===== src/core/cbp_pkg.sv =====
// Package of constants and types for the configuration bitstream frame parser.
// How it works
// - Header: leading ones, then preamble 0010.
// - 24-bit length field follows the preamble.
// - ID frame mandatory; checks device identity.
// - Every frame but the postamble checked against trailing checksum byte.
// - ID frame mode bit picks addressing.
// - Data frame: start pair, byte-aligned stop bits.
// - Autoincrement stores frames at consecutive addresses.
// - Explicit: address frames store preceding data.
// - Postamble: max address, all-ones checksum, ends.
// - No start while hold or program asserted.
// - Errors park in the error state, hold line driven low.
// - Zero stop bit before start pair: alignment error.
// - Address frame: 00, 14-bit address, checksum.
// - Mode field: 00 autoincrement, 01 explicit.
package cbp_pkg;

  // ***************************************************************
  // Frame layout
  // ***************************************************************
  localparam int          LEN_W      = 24;
  localparam int          ADDR_W     = 14;
  localparam int          DATA_BITS  = 64;
  localparam int          DATA_PAD   = 6;
  localparam int          ID_W       = 20;
  localparam int          SHIFT_W    = 80;
  localparam int          CNT_W      = 7;
  localparam logic [4:0]  PREAMBLE   = 5'h12;    // One lead bit then 0010.
  localparam logic [6:0]  LEN_LAST   = 7'h17;    // Bit index of last length bit.
  localparam logic [6:0]  BYTE_LAST  = 7'h07;    // Last bit of a byte.
  localparam logic [6:0]  ID_BODY    = 7'h4e;    // 14 fixed + 2 mode + 42 rsvd + 20 id.
  localparam logic [6:0]  DATA_BODY  = 7'h46;    // Data bits plus alignment zeros.
  localparam logic [6:0]  ADDR_BODY  = 7'h0e;
  localparam int          ID_HDR_MSB = 77;
  localparam int          ID_HDR_LSB = 64;
  localparam int          MODE_MSB   = 63;
  localparam int          MODE_LSB   = 62;
  localparam logic [13:0] ID_HDR_ONES = 14'h3fff;
  localparam logic [13:0] ADDR_MAX   = 14'h3fff;
  localparam logic [7:0]  POST_CHK   = 8'hff;
  localparam logic [1:0]  MODE_AUTO  = 2'h0;
  localparam logic [1:0]  MODE_EXPL  = 2'h1;
  localparam logic [19:0] DEVICE_ID  = 20'h5a3c1;  // Arbitrary value.

  typedef enum {
    CBP_IDLE, CBP_LEAD, CBP_LEN, CBP_STOP, CBP_HUNT,
    CBP_PAIR, CBP_BODY, CBP_CHK, CBP_DONE, CBP_ERR
  } cbp_state_e;

  typedef enum {CBP_F_ID, CBP_F_DATA, CBP_F_ADDR} cbp_frame_e;

endpackage


===== src/core/cbp_chk_acc.sv =====
// Byte-wise checksum accumulator fed one bit at a time, MSB first.
`timescale 1ns/1ps
module cbp_chk_acc (
  input  wire logic       ref_clk,
  input  wire logic       resetn,
  input  wire logic       clear,
  input  wire logic       bit_valid,
  input  wire logic       bit_in,
  output logic [7:0]      sum
);
  import cbp_pkg::*;

  logic [6:0] part;
  logic [2:0] idx;
  logic [6:0] next_part;
  logic [2:0] next_idx;
  logic [7:0] next_sum;

  // ***************************************************************
  // Accumulate
  // ***************************************************************
  // Frames are whole bytes, so the sum is complete when the body ends.
  always_comb begin
    next_part = part;
    next_idx  = idx;
    next_sum  = sum;
    if (clear) begin
      next_part = 7'h00;
      next_idx  = 3'h0;
      next_sum  = 8'h00;
    end else if (bit_valid) begin
      next_part = {part[5:0], bit_in};
      next_idx  = idx + 3'h1;
      if (idx == 3'h7) begin
        next_sum = sum + {part, bit_in};
      end
    end
  end

  // Register the accumulator state.
  always_ff @(posedge ref_clk) begin
    if (!resetn) begin
      part <= 7'h00;
      idx  <= 3'h0;
      sum  <= 8'h00;
    end else begin
      part <= next_part;
      idx  <= next_idx;
      sum  <= next_sum;
    end
  end

endmodule // cbp_chk_acc


===== src/core/cbp_parser.sv =====
// Serial configuration bitstream frame parser, top level.
`timescale 1ns/1ps
module cbp_parser (
  input  wire logic                         ref_clk,
  input  wire logic                         resetn,
  input  wire logic                         cfg_clk_pin,
  input  wire logic                         cfg_din,
  input  wire logic                         program_request_n,
  input  wire logic                         init_in,
  output logic                              init_out,
  output logic                              init_oe,
  output logic                              cfg_we,
  output logic [cbp_pkg::ADDR_W-1:0]        cfg_addr,
  output logic [cbp_pkg::DATA_BITS-1:0]     cfg_data,
  output logic                              load_done,
  output logic                              mode_explicit,
  output logic                              err_id,
  output logic                              err_align,
  output logic                              err_crc
);
  import cbp_pkg::*;

  // ***************************************************************
  // Pin synchronisers
  // ***************************************************************
  // Clock, data, program and hold pins all pass two flops; data and
  // clock share the same delay, so data is sampled at the clock's rise.
  logic [3:0] sync1;
  logic [3:0] sync2;
  logic       cclk_d;
  logic       edge_s;
  logic       b;
  logic       prog;
  logic       hold_ok;

  always_ff @(posedge ref_clk) begin
    if (!resetn) begin
      sync1  <= 4'hc;
      sync2  <= 4'hc;
      cclk_d <= 1'b0;
    end else begin
      sync1  <= {init_in, program_request_n, cfg_din, cfg_clk_pin};
      sync2  <= sync1;
      cclk_d <= sync2[0];
    end
  end

  assign edge_s  = sync2[0] & ~cclk_d;
  assign b       = sync2[1];
  assign prog    = ~sync2[2];
  assign hold_ok = sync2[3];

  // ***************************************************************
  // Parser state
  // ***************************************************************
  cbp_state_e           state, next_state;
  cbp_frame_e           ftype, next_ftype;
  logic [SHIFT_W-1:0]   sh, next_sh;
  logic [CNT_W-1:0]     cnt, next_cnt;
  logic [7:0]           chk, next_chk;
  logic                 stop_bad, next_stop_bad;
  logic                 id_seen, next_id_seen;
  logic                 next_mode_explicit;
  logic [ADDR_W-1:0]    waddr, next_waddr;
  logic [DATA_BITS-1:0] dbuf, next_dbuf;
  logic [LEN_W-1:0]     len, next_len;
  logic [LEN_W-1:0]     cyc, next_cyc;
  logic                 len_valid, next_len_valid;
  logic                 next_we;
  logic [ADDR_W-1:0]    next_addr;
  logic [DATA_BITS-1:0] next_data;
  logic                 next_err_id, next_err_align, next_err_crc;
  logic [7:0]           sum;
  logic [7:0]           cb;
  logic                 acc_clear;
  logic                 acc_valid;

  // Body length of each frame kind, used for counting the body bits.
  function automatic logic [CNT_W-1:0] body_len(input cbp_frame_e f);
    body_len = (f == CBP_F_ID) ? ID_BODY : (f == CBP_F_DATA) ? DATA_BODY : ADDR_BODY;
  endfunction

  // The sum restarts between frames and sees every bit from the start pair.
  assign acc_clear = (state == CBP_STOP);
  assign acc_valid = edge_s & ((state == CBP_HUNT & ~b) | state == CBP_PAIR |
                               state == CBP_BODY);
  assign cb        = {chk[6:0], b};

  cbp_chk_acc u_acc (
    .ref_clk   (ref_clk),
    .resetn    (resetn),
    .clear     (acc_clear),
    .bit_valid (acc_valid),
    .bit_in    (b),
    .sum       (sum)
  );

  // Next-state logic: one step per rising edge of the configuration clock.
  always_comb begin
    next_state         = state;
    next_ftype         = ftype;
    next_sh            = sh;
    next_cnt           = cnt;
    next_chk           = chk;
    next_stop_bad      = stop_bad;
    next_id_seen       = id_seen;
    next_mode_explicit = mode_explicit;
    next_waddr         = waddr;
    next_dbuf          = dbuf;
    next_len           = len;
    next_cyc           = cyc;
    next_len_valid     = len_valid;
    next_we            = 1'b0;
    next_addr          = cfg_addr;
    next_data          = cfg_data;
    next_err_id        = err_id;
    next_err_align     = err_align;
    next_err_crc       = err_crc;
    if (prog) begin
      // Program request clears any error and holds off a new load.
      next_state     = CBP_IDLE;
      next_err_id    = 1'b0;
      next_err_align = 1'b0;
      next_err_crc   = 1'b0;
      next_len_valid = 1'b0;
      next_id_seen   = 1'b0;
      // A new load picks its own mode, so the last one's choice is dropped.
      next_mode_explicit = 1'b0;
    end else if (state == CBP_IDLE) begin
      if (hold_ok) begin
        next_state = CBP_LEAD;
        next_sh    = '0;
      end
    end else if (edge_s) begin
      // The checksum byte stays out of the shifter so the body keeps its place.
      if (state != CBP_CHK) begin
        next_sh = {sh[SHIFT_W-2:0], b};
      end
      if (len_valid) begin
        next_cyc = cyc + 24'h000001;
      end
      case (state)
        CBP_LEAD: begin
          if (next_sh[4:0] == PREAMBLE) begin
            next_state = CBP_LEN;
            next_cnt   = '0;
            next_cyc   = '0;
          end
        end
        CBP_LEN: begin
          next_cnt = cnt + 7'h01;
          if (cnt == LEN_LAST) begin
            next_len       = next_sh[LEN_W-1:0];
            next_len_valid = 1'b1;
            next_cyc       = cyc + 24'h000001;
            next_state     = CBP_STOP;
            next_cnt       = '0;
            next_stop_bad  = 1'b0;
          end else begin
            next_cyc = cyc + 24'h000001;
          end
        end
        CBP_STOP: begin
          if (!b) begin
            next_stop_bad = 1'b1;
          end
          next_cnt = cnt + 7'h01;
          if (cnt == BYTE_LAST) begin
            next_state = CBP_HUNT;
          end
        end
        CBP_HUNT: begin
          if (!b) begin
            next_state = CBP_PAIR;
          end
        end
        CBP_PAIR: begin
          next_cnt = '0;
          if (stop_bad) begin
            next_state     = CBP_ERR;
            next_err_align = 1'b1;
          end else if (!id_seen) begin
            next_ftype = CBP_F_ID;
            next_state = b ? CBP_BODY : CBP_ERR;
            next_err_id = ~b;
          end else begin
            next_ftype = b ? CBP_F_DATA : CBP_F_ADDR;
            next_state = CBP_BODY;
          end
        end
        CBP_BODY: begin
          next_cnt = cnt + 7'h01;
          if (cnt == body_len(ftype) - 7'h01) begin
            next_state = CBP_CHK;
            next_cnt   = '0;
          end
        end
        CBP_CHK: begin
          next_chk = cb;
          next_cnt = cnt + 7'h01;
          if (cnt == BYTE_LAST) begin
            next_state    = CBP_STOP;
            next_cnt      = '0;
            next_stop_bad = 1'b0;
            if (ftype == CBP_F_ADDR && sh[ADDR_W-1:0] == ADDR_MAX && cb == POST_CHK) begin
              next_state = CBP_DONE;
            end else if (cb != sum) begin
              next_state   = CBP_ERR;
              next_err_crc = 1'b1;
            end else if (ftype == CBP_F_ID) begin
              if (sh[ID_HDR_MSB:ID_HDR_LSB] != ID_HDR_ONES || sh[ID_W-1:0] != DEVICE_ID ||
                  (sh[MODE_MSB:MODE_LSB] != MODE_AUTO &&
                   sh[MODE_MSB:MODE_LSB] != MODE_EXPL)) begin
                next_state  = CBP_ERR;
                next_err_id = 1'b1;
              end else begin
                next_id_seen       = 1'b1;
                next_mode_explicit = sh[MODE_LSB];
                next_waddr         = '0;
              end
            end else if (ftype == CBP_F_DATA) begin
              if (mode_explicit) begin
                next_dbuf = sh[DATA_BODY-1:DATA_PAD];
              end else begin
                next_we    = 1'b1;
                next_addr  = waddr;
                next_data  = sh[DATA_BODY-1:DATA_PAD];
                next_waddr = waddr + 14'h0001;
              end
            end else if (mode_explicit) begin
              next_we   = 1'b1;
              next_addr = sh[ADDR_W-1:0];
              next_data = dbuf;
            end else begin
              // An address frame in autoincrement mode rebases the counter.
              next_waddr = sh[ADDR_W-1:0];
            end
          end
        end
        default: begin
        end
      endcase
      // Judged after the frame steps so that only a step into the error state can block completion.
      if (len_valid && next_cyc == len && next_state != CBP_ERR && state != CBP_DONE) begin
        next_state = CBP_DONE;
      end
    end
  end

  // Register the parser state.
  always_ff @(posedge ref_clk) begin
    if (!resetn) begin
      state         <= CBP_IDLE;
      ftype         <= CBP_F_ID;
      sh            <= '0;
      cnt           <= '0;
      chk           <= 8'h00;
      stop_bad      <= 1'b0;
      id_seen       <= 1'b0;
      mode_explicit <= 1'b0;
      waddr         <= '0;
      dbuf          <= '0;
      len           <= '0;
      cyc           <= '0;
      len_valid     <= 1'b0;
      cfg_we        <= 1'b0;
      cfg_addr      <= '0;
      cfg_data      <= '0;
      err_id        <= 1'b0;
      err_align     <= 1'b0;
      err_crc       <= 1'b0;
    end else begin
      state         <= next_state;
      ftype         <= next_ftype;
      sh            <= next_sh;
      cnt           <= next_cnt;
      chk           <= next_chk;
      stop_bad      <= next_stop_bad;
      id_seen       <= next_id_seen;
      mode_explicit <= next_mode_explicit;
      waddr         <= next_waddr;
      dbuf          <= next_dbuf;
      len           <= next_len;
      cyc           <= next_cyc;
      len_valid     <= next_len_valid;
      cfg_we        <= next_we;
      cfg_addr      <= next_addr;
      cfg_data      <= next_data;
      err_id        <= next_err_id;
      err_align     <= next_err_align;
      err_crc       <= next_err_crc;
    end
  end

  // ***************************************************************
  // Hold line and status
  // ***************************************************************
  // Open-drain hold line: only ever pulled low, in the error state.
  assign init_out  = 1'b0;
  assign init_oe   = (state == CBP_ERR);
  assign load_done = (state == CBP_DONE);

endmodule // cbp_parser


===== config.mk =====
export PLATFORM = sky130hd
export DESIGN_NAME = cbp_parser
export DESIGN_NICKNAME = d
export VERILOG_FILES = /design/src/core/cbp_pkg.sv /design/src/core/cbp_chk_acc.sv /design/src/core/cbp_parser.sv
export SDC_FILE = /design/constraint.sdc
export NUM_CORES = 1
export LEC_CHECK = 0
export ABC_AREA = 1
export BUFFER_PORTS_ARGS = -buffer_cell sky130_fd_sc_hd__buf_2
export CAP_MARGIN = 20
export CORE_ASPECT_RATIO = 0.5
export CORE_UTILIZATION = 50
export CTS_BUF_LIST = sky130_fd_sc_hd__clkbuf_4 sky130_fd_sc_hd__clkbuf_8
export DETAILED_ROUTE_END_ITERATION = 6
export PLACE_DENSITY = 0.7
export SETUP_SLACK_MARGIN = 0.05
export SKIP_LAST_GASP = 1
export SYNTH_ARGS = -nofsm -noshare
export SYNTH_HDL_FRONTEND = slang
export SYNTH_SLANG_ARGS = --single-unit

===== constraint.sdc =====
create_clock -name ref_clk -period 2.8 [get_ports ref_clk]
set_input_delay 0.28 -clock ref_clk [delete_from_list [all_inputs] [get_ports ref_clk]]
set_output_delay 0.28 -clock ref_clk [all_outputs]
set_load 0.02 [all_outputs]

==> impl_metrics.ini, run 1 <==
[logic_synthesis]
yosys-top-cells-count = 638 x nand2_1, 365 x dfxtp_1, 323 x a21oi_1
ys_top_cells_by_area = dfxtp_1 43%, nand2_1 14%, a21oi_1 9.5%
synth_top_cell_by_area = dfxtp_1
synth_cells = 2476
yosysMostFrequentCell = nand2_1
syn_nets = 2496
synth_edf_count = 0
synthFlopType = dfxtp_1
yosys_warnings = 0
syn_avg_cell_area_um2 = 6.91
yosysTopAreaCellShare_pct = 42.7
ys_ff_latch = 365
syn-cell-area_mm2 = 0.0171
synth_cell_types = 54
yosysSeqAreaShare_pct = 42.7
async_flop_share_pct = 0

[sta]
tightest_slew_ns = 0.652
fin_crit_sh_pct = 105
fmax_mhz = 341
setup_ws_ns = -0.131
hold_viol_final = 0
slew_viol_final = 0
fin_worst_skew_ns = 0.0528
max-slew-margin-rel_pct = 56.4
finalSetupViolCount = 29
rsz0062_at_grt = yes
period_minus_slack_ns = 2.93

[min_path]
hold_path_depth = 3
hold_class = input pin to register

[route]
remaining_drc_errors = 2
avgRoutedWirePerCell_um = 15.4
drt-initial-drc-count = 1383
avgViaCountPerCell = 5.32
ant_nets = 0
routed_wl_mm = 48.9
drt-pass1-iter-count = 7
num_vias = 16900

[global_route]
overflow = 0
antenna_found_initial = 0
grt_pass1_wl_mm = 76.4
grt_pass1_vias = 15300
grtUsageTotal_pct = 26.2
grt_max_degree = 133

[finish]
areaGrowthSynthToFinish_pct = 25.0
fin_area_mm2 = 0.0214
drive_gt1_share_pct = 20.2
nFillCells = 2884
final_nets = 2716
diodes = 0
stdcell_count = 3177

[worst_setup_path]
endpoint = state[17]
path_max_fanout = 8
regToRegSetupSlack_ns = -0.13
r2r-end = state[17]
critPathLaunchType = register
worstPathArrival_ns = 3.42
crit_type = register to register
reg2reg_depth = 23
crit_path_end_kind = register
required_ns = 3.29
r2r_start = state[23]
crit_path_start = state[23]

[placed_design]
port_buffers = 90
routabilityCongestion = 0.953
dp_slack_ns = -0.243
placed_area_mm2 = 0.0190
hpwlAfterDp_mm = 31.5
dp_cells = 3035

[flow_run]
drv_cap = 0

[die]
rows = 47
start_util_pct = 51.3
die_x_um = 264
die-height_um = 133
dieArea_mm2 = 0.0350
ios = 92
core-area_mm2 = 0.0333

[pwr]
p_leak_nw = 8.61
power_density_mw_per_mm2 = 491
irDropWorstVdd_uv = 318

[outcome]
status = complete, but fails checks
failed_checks = design-rule violations, negative setup slack

[clock_tree]
cts_tree = built
cts_sinks = 365
insertion_delay_ns = 0.64
cts_root_buf = clkbuf_8
cts_inserted_buffers = 51
path_clk_slew_ns = 0.08
htree_levels = 2
cts_max_path_buffers = 3
## metrics by stage
stage	hold WS, ns	util [%]	TNS [ns]	total power (W)
after floorplan	0.378	-	0	0.00561
final	0.0324	64.1	-2.81	0.0105
after global placement	0.395	56.9	-3.84	0.00578
after global routing	0.0212	64.1	-8.18	0.0108
after detailed placement	0.397	56.9	-6.21	0.00578
after CTS	0.000988	61.2	-0.838	0.0105
## layout by cell type, fill, tap and decap left out, types with 7 or more instances in the layout
| cell | instances |
|---|---|
| clkbuf_8 | 63 |
| nand2_1 | 606 |
| nand3b_1 | 12 |
| nand2_2 | 38 |
| inv_2 | 12 |
| a31oi_1 | 14 |
| nor2_4 | 10 |
| a21oi_2 | 26 |
| o21ai_0 | 280 |
| nand2_4 | 7 |
| clkinv_2 | 10 |
| clkbuf_16 | 11 |
| buf_2 | 90 |
| nor2_1 | 98 |
| nand3_2 | 8 |
| dfxtp_2 | 10 |
| dfxtp_1 | 355 |
| nand4_1 | 25 |
| nor2_2 | 13 |
| buf_12 | 22 |
| o21ai_1 | 31 |
| xor2_1 | 27 |
| buf_4 | 156 |
| nor4_1 | 9 |
| ha_1 | 12 |
| nand3_1 | 60 |
| clkbuf_4 | 12 |
| or2_2 | 9 |
| nor3_1 | 30 |
| buf_6 | 12 |
| a21oi_1 | 317 |
| inv_1 | 256 |
## final cells by class
| class | count | area [um2] | share of cell area (%) |
|---|---|---|---|
| clock buffers | 75 | 957 | 4.48 |
| clock inverters | 18 | 214 | 1.00 |
| inverters | 274 | 1050 | 4.91 |
| multi-input cells | 1705 | 8680 | 40.6 |
| flip-flops and latches | 365 | 7320 | 34.3 |
| well taps | 441 | 552 | 2.58 |
| repair buffers | 299 | 2600 | 12.2 |
## flip-flops by register name (all words and copies together) (netlist names), 2 cells and up
signal      count
cfg_addr       14
cfg_data       64
chk             7
cnt             7
cyc            24
dbuf           64
ftype           2
len            24
sh             78
state          32
sync1           4
sync2           4
u_acc.idx       3
u_acc.part      7
u_acc.sum       8
waddr          14
## worst min-delay path by stage
| stage | startpoint | to | slack (ns) |
|---|---|---|---|
| floorplan | cfg_clk_pin | sync1[0] | 0.38 |
| global placement | sync1[0] | sync2[0] | 0.39 |
| detailed placement | sync1[0] | sync2[0] | 0.40 |
| CTS | resetn | cfg_addr[8] | 0.001 |
| global route | resetn | cfg_addr[8] | 0.02 |
| finish | resetn | cfg_addr[8] | 0.03 |
## layer usage
layer	up-vias	track usage [%]	routed length [um]
met5	-	0	0
met4	0	6.56	1150
met3	93	4.36	3310
met2	501	41.2	21800
met1	7746	37.1	22600
li1	8559	-	-
## worst max-delay path, cell delays in order (launching register included)
cell       delay (ns)
dfxtp_1          0.31
nor2_1           0.09
and2_1           0.15
nand2_2          0.08
nor2_4           0.13
buf_12           0.15
nand2_8          0.08
nand2_2          0.10
o21ai_4          0.08
nor2_4           0.14
nand2_4          0.09
nand2_8          0.14
nand2_8          0.11
nand2_2          0.08
nand2_1          0.07
nand2_1          0.06
o21ai_1          0.07
nor2_1           0.14
nand3_2          0.10
nor2_4           0.16
nand2_4          0.07
nand3_4          0.13
clkbuf_16        0.18
a21oi_2          0.05
## cell families after synthesis
family	Yosys count	synth area share, %
AO/OA/AOI/OAI	706	21.8
XOR/XNOR	31	1.59
adder cells (fa/ha/maj)	14	1.07
buffers and inverters	410	9.45
flip-flops	365	42.7
multiplexers	1	0.0585
other	1	0.0219
AND/OR/NAND/NOR	948	23.3
## report_power, final
| group | leakage [nW] | internal (W) | total [W] | switching, W |
|---|---|---|---|---|
| registers | 2.95 | 0.00521 | 0.00522 | 0.0000138 |
| clock network | 0.621 | 0.00259 | 0.00473 | 0.00215 |
| logic | 5.04 | 0.000177 | 0.000527 | 0.000350 |
| total | 8.61 | 0.00797 | 0.0105 | 0.00251 |
## what timing repair did
action	in CTS	in global routing
gates cloned	3	14
hold endpoints to repair	4	0
pin swaps	13	24
endpoints found under the setup margin	33	242
buffers inserted	9	19
hold buffers	4	0
gates resized for setup	33	149
Note: power is estimated with default switching activity, not from simulation.
==> inputs of run 2 (changes only) <==
--- a/config.mk
+++ b/config.mk
@@ -13,4 +13,5 @@
 export CTS_BUF_LIST = sky130_fd_sc_hd__clkbuf_4 sky130_fd_sc_hd__clkbuf_8
 export DETAILED_ROUTE_END_ITERATION = 6
+export GPL_ROUTABILITY_DRIVEN = 1
 export PLACE_DENSITY = 0.7
 export SETUP_SLACK_MARGIN = 0.05
==> constraint.sdc (replaced) <==
create_clock -name ref_clk -period 2.8 [get_ports ref_clk]
set_input_delay 0.28 -clock ref_clk [delete_from_list [all_inputs] [get_ports ref_clk]]
set_output_delay 0.28 -clock ref_clk [all_outputs]
set_load 0.1 [all_outputs]
==> run 2 against run 1 <==
Maximum frequency shrank 3.4%; highest routed layer unchanged; clock power shrank 6.3%; largest cell class unchanged; the run ends with negative setup slack left; global-route usage grew 0.64 points; wire length grew 13%; power shrank 2.7%; non-clock buffer count grew 65; final area grew 4.2%; critical path type unchanged; clock-buffer cell count shrank 3; setup slack lost 0.10 ns; critical path depth grew 4.
==> impl_metrics.ini, run 2 (synthesized netlist as in run 1, its figures left out) <==
[sta]
finalSetupViolCount = 40
hold_viol_final = 0
slew_viol_final = 0
max-slew-margin-rel_pct = 56.7
setup_ws_ns = -0.233
fmax_mhz = 330
rsz0062_at_grt = yes
fin_worst_skew_ns = 0.0251
fin_crit_sh_pct = 108
tightest_slew_ns = 0.647
finalSetupTns_ns = -6.89
period_minus_slack_ns = 3.03

[pwr]
seq_power_share_pct = 51.2
p_leak_nw = 8.95
switching_share_pct = 24.8
irDropWorstVdd_uv = 355
switchingPower_w = 0.00253
internal_power_w = 0.00768
pwr-share-comb_pct = 5.4
power_density_mw_per_mm2 = 458
p_clk_share_pct = 43.4

[clock_tree]
cts_tree = built
htree_levels = 2
cts_sinks = 365
insertion_delay_ns = 0.63
cts_max_path_buffers = 3
path_clk_slew_ns = 0.07
cts_inserted_buffers = 50
cts_root_buf = clkbuf_8

[route]
ant_nets = 0
avgRoutedWirePerCell_um = 17.0
remaining_drc_errors = 0
drt-initial-drc-count = 1643
drt-pass1-iter-count = 6
avgViaCountPerCell = 5.48
routed_wl_mm = 55.1
num_vias = 17800

[finish]
final_cell_mix = 602 x nand2_1, 354 x dfxtp_1, 280 x a21oi_1, 277 x o21ai_0, 250 x inv_1
diodes = 0
areaGrowthSynthToFinish_pct = 30.2
final_common_cell = nand2_1
largest_register = sh
drive_gt1_share_pct = 23.9
final_util_pct = 66.8
final_nets = 2783
reg_top3 = sh: 78 flops, cfg_data: 64 flops, dbuf: 64 flops
largest_reg_flops = 78

[placed_design]
routabilityCongestion = 0.934
hpwlAfterDp_mm = 31.9
port_buffers = 90

[worst_setup_path]
path_max_fanout = 7
critPathLaunchType = register
crit_path_end_kind = register
crit_top_cell = nand2_2
reg2reg_depth = 27
path_depth = 27
cp_slowest_cell = dfxtp_2
cp.buffers_inverters = 5
worstPathArrival_ns = 3.52
required_ns = 3.29
critical-path-top-delay-family = simple AND/OR/NAND/NOR gates
critPathMaxStageDelay_ns = 0.32
crit_type = register to register

[die]
dieArea_mm2 = 0.0350
core-area_mm2 = 0.0333
die-height_um = 133
ios = 92
rows = 47
die_x_um = 264
start_util_pct = 51.3

[min_path]
hold_class = input pin to register
hold_path_depth = 3

[global_route]
grtUsageTotal_pct = 26.8
overflow = 0
grt_pass1_wl_mm = 77.5
grt_max_degree = 146
grt_pass1_vias = 15400
antenna_found_initial = 0

[flow_run]
drv_cap = 0

[outcome]
status = complete, but fails checks
failed_checks = negative setup slack
[run 2: changes by cell type in the layout (fill, tap and decap cells not counted), sizes merged]
cell,before,now
inv,272,271
buf,284,339
clkbuf,86,93
clkinvlp,3,8
bufinv,4,2
[run 2: stage by stage]
step / instance area (um2) / instances / hold WS (ns) / setup slack [ns] / total power (W)
after floorplan: 17100 / 2476 / 0.378 / 0.0419 / 0.00562
after global placement: 19100 / 3047 / 0.392 / -0.188 / 0.00578
final: 22300 / 3241 / 0.0778 / -0.233 / 0.0102
after global routing: 22300 / 3241 / 0.0617 / -0.389 / 0.0105
after CTS: 20700 / 3185 / 0.0376 / -0.111 / 0.0102
after detailed placement: 19100 / 3047 / 0.396 / -0.304 / 0.00578
[run 2: timing repair]
item | CTS | global route
cloned | 4 | 36
pin swaps | 15 | 70
hold endpoints to repair | 4 | 0
gates resized for setup | 51 | 228
buffers inserted | 41 | 27
hold buffers | 4 | 0
setup endpoints to repair | 41 | 292
[run 2: final timing paths]
| kind | end | slack [ns] | startpoint |
|---|---|---|---|
| setup / recovery | state[12] | -0.23 | state[17] |
| hold / removal | cfg_data[15] | 0.08 | resetn |
| setup reg to reg | state[12] | -0.23 | state[17] |
| hold reg to reg | sync2[0] | 0.40 | sync1[0] |
[run 2: metal layers]
metal  vias up  share of wire, %  GRT usage, %
met2       660                45          42.3
met3       120               7.7          4.88
met4         0               2.9          7.60
met5         -                 0             0
met1      8295                45          37.5
li1       8679                 -             -
[run 2: area by class of cell]
type / instances / area [um2]
sequential: 365 / 7320
timing repair buffer: 364 / 3330
fill: 2777 / 11100
clock buffer: 72 / 903
clock inverter: 17 / 168
timing repair inverter: 3 / 31.3
multi-input combinational: 1705 / 8880
tap: 441 / 552
inverter: 274 / 1070
[run 2: worst reg2reg max path, cell delays in order (launching register included)]
cell,delay (ns)
dfxtp_2,0.32
inv_2,0.05
nand2_2,0.04
nor2_2,0.12
nand2_2,0.10
nor2_4,0.16
buf_12,0.15
buf_6,0.12
nand3_4,0.06
nand2_2,0.08
nand2_2,0.07
nor2_4,0.13
nand2_4,0.09
nand2_8,0.15
nand2_8,0.11
nand2_2,0.08
nand2_2,0.08
nand2_1,0.08
nand2_1,0.06
inv_1,0.05
nand2_1,0.04
nor2_1,0.10
nand2_1,0.10
nor2_4,0.13
nand2_4,0.08
nand3_4,0.15
clkbuf_16,0.19
a21oi_2,0.05
[run 2: power groups by stage]
| stage | Clock (W) | Combinational, W | Sequential (W) |
|---|---|---|---|
| global route | 0.00471 | 0.000588 | 0.00522 |
| detailed placement | 0 | 0.000439 | 0.00534 |
| CTS | 0.00449 | 0.000474 | 0.00522 |
| global placement | 0 | 0.000438 | 0.00534 |
| floorplan | 0 | 0.000285 | 0.00534 |
| finish | 0.00443 | 0.000551 | 0.00522 |
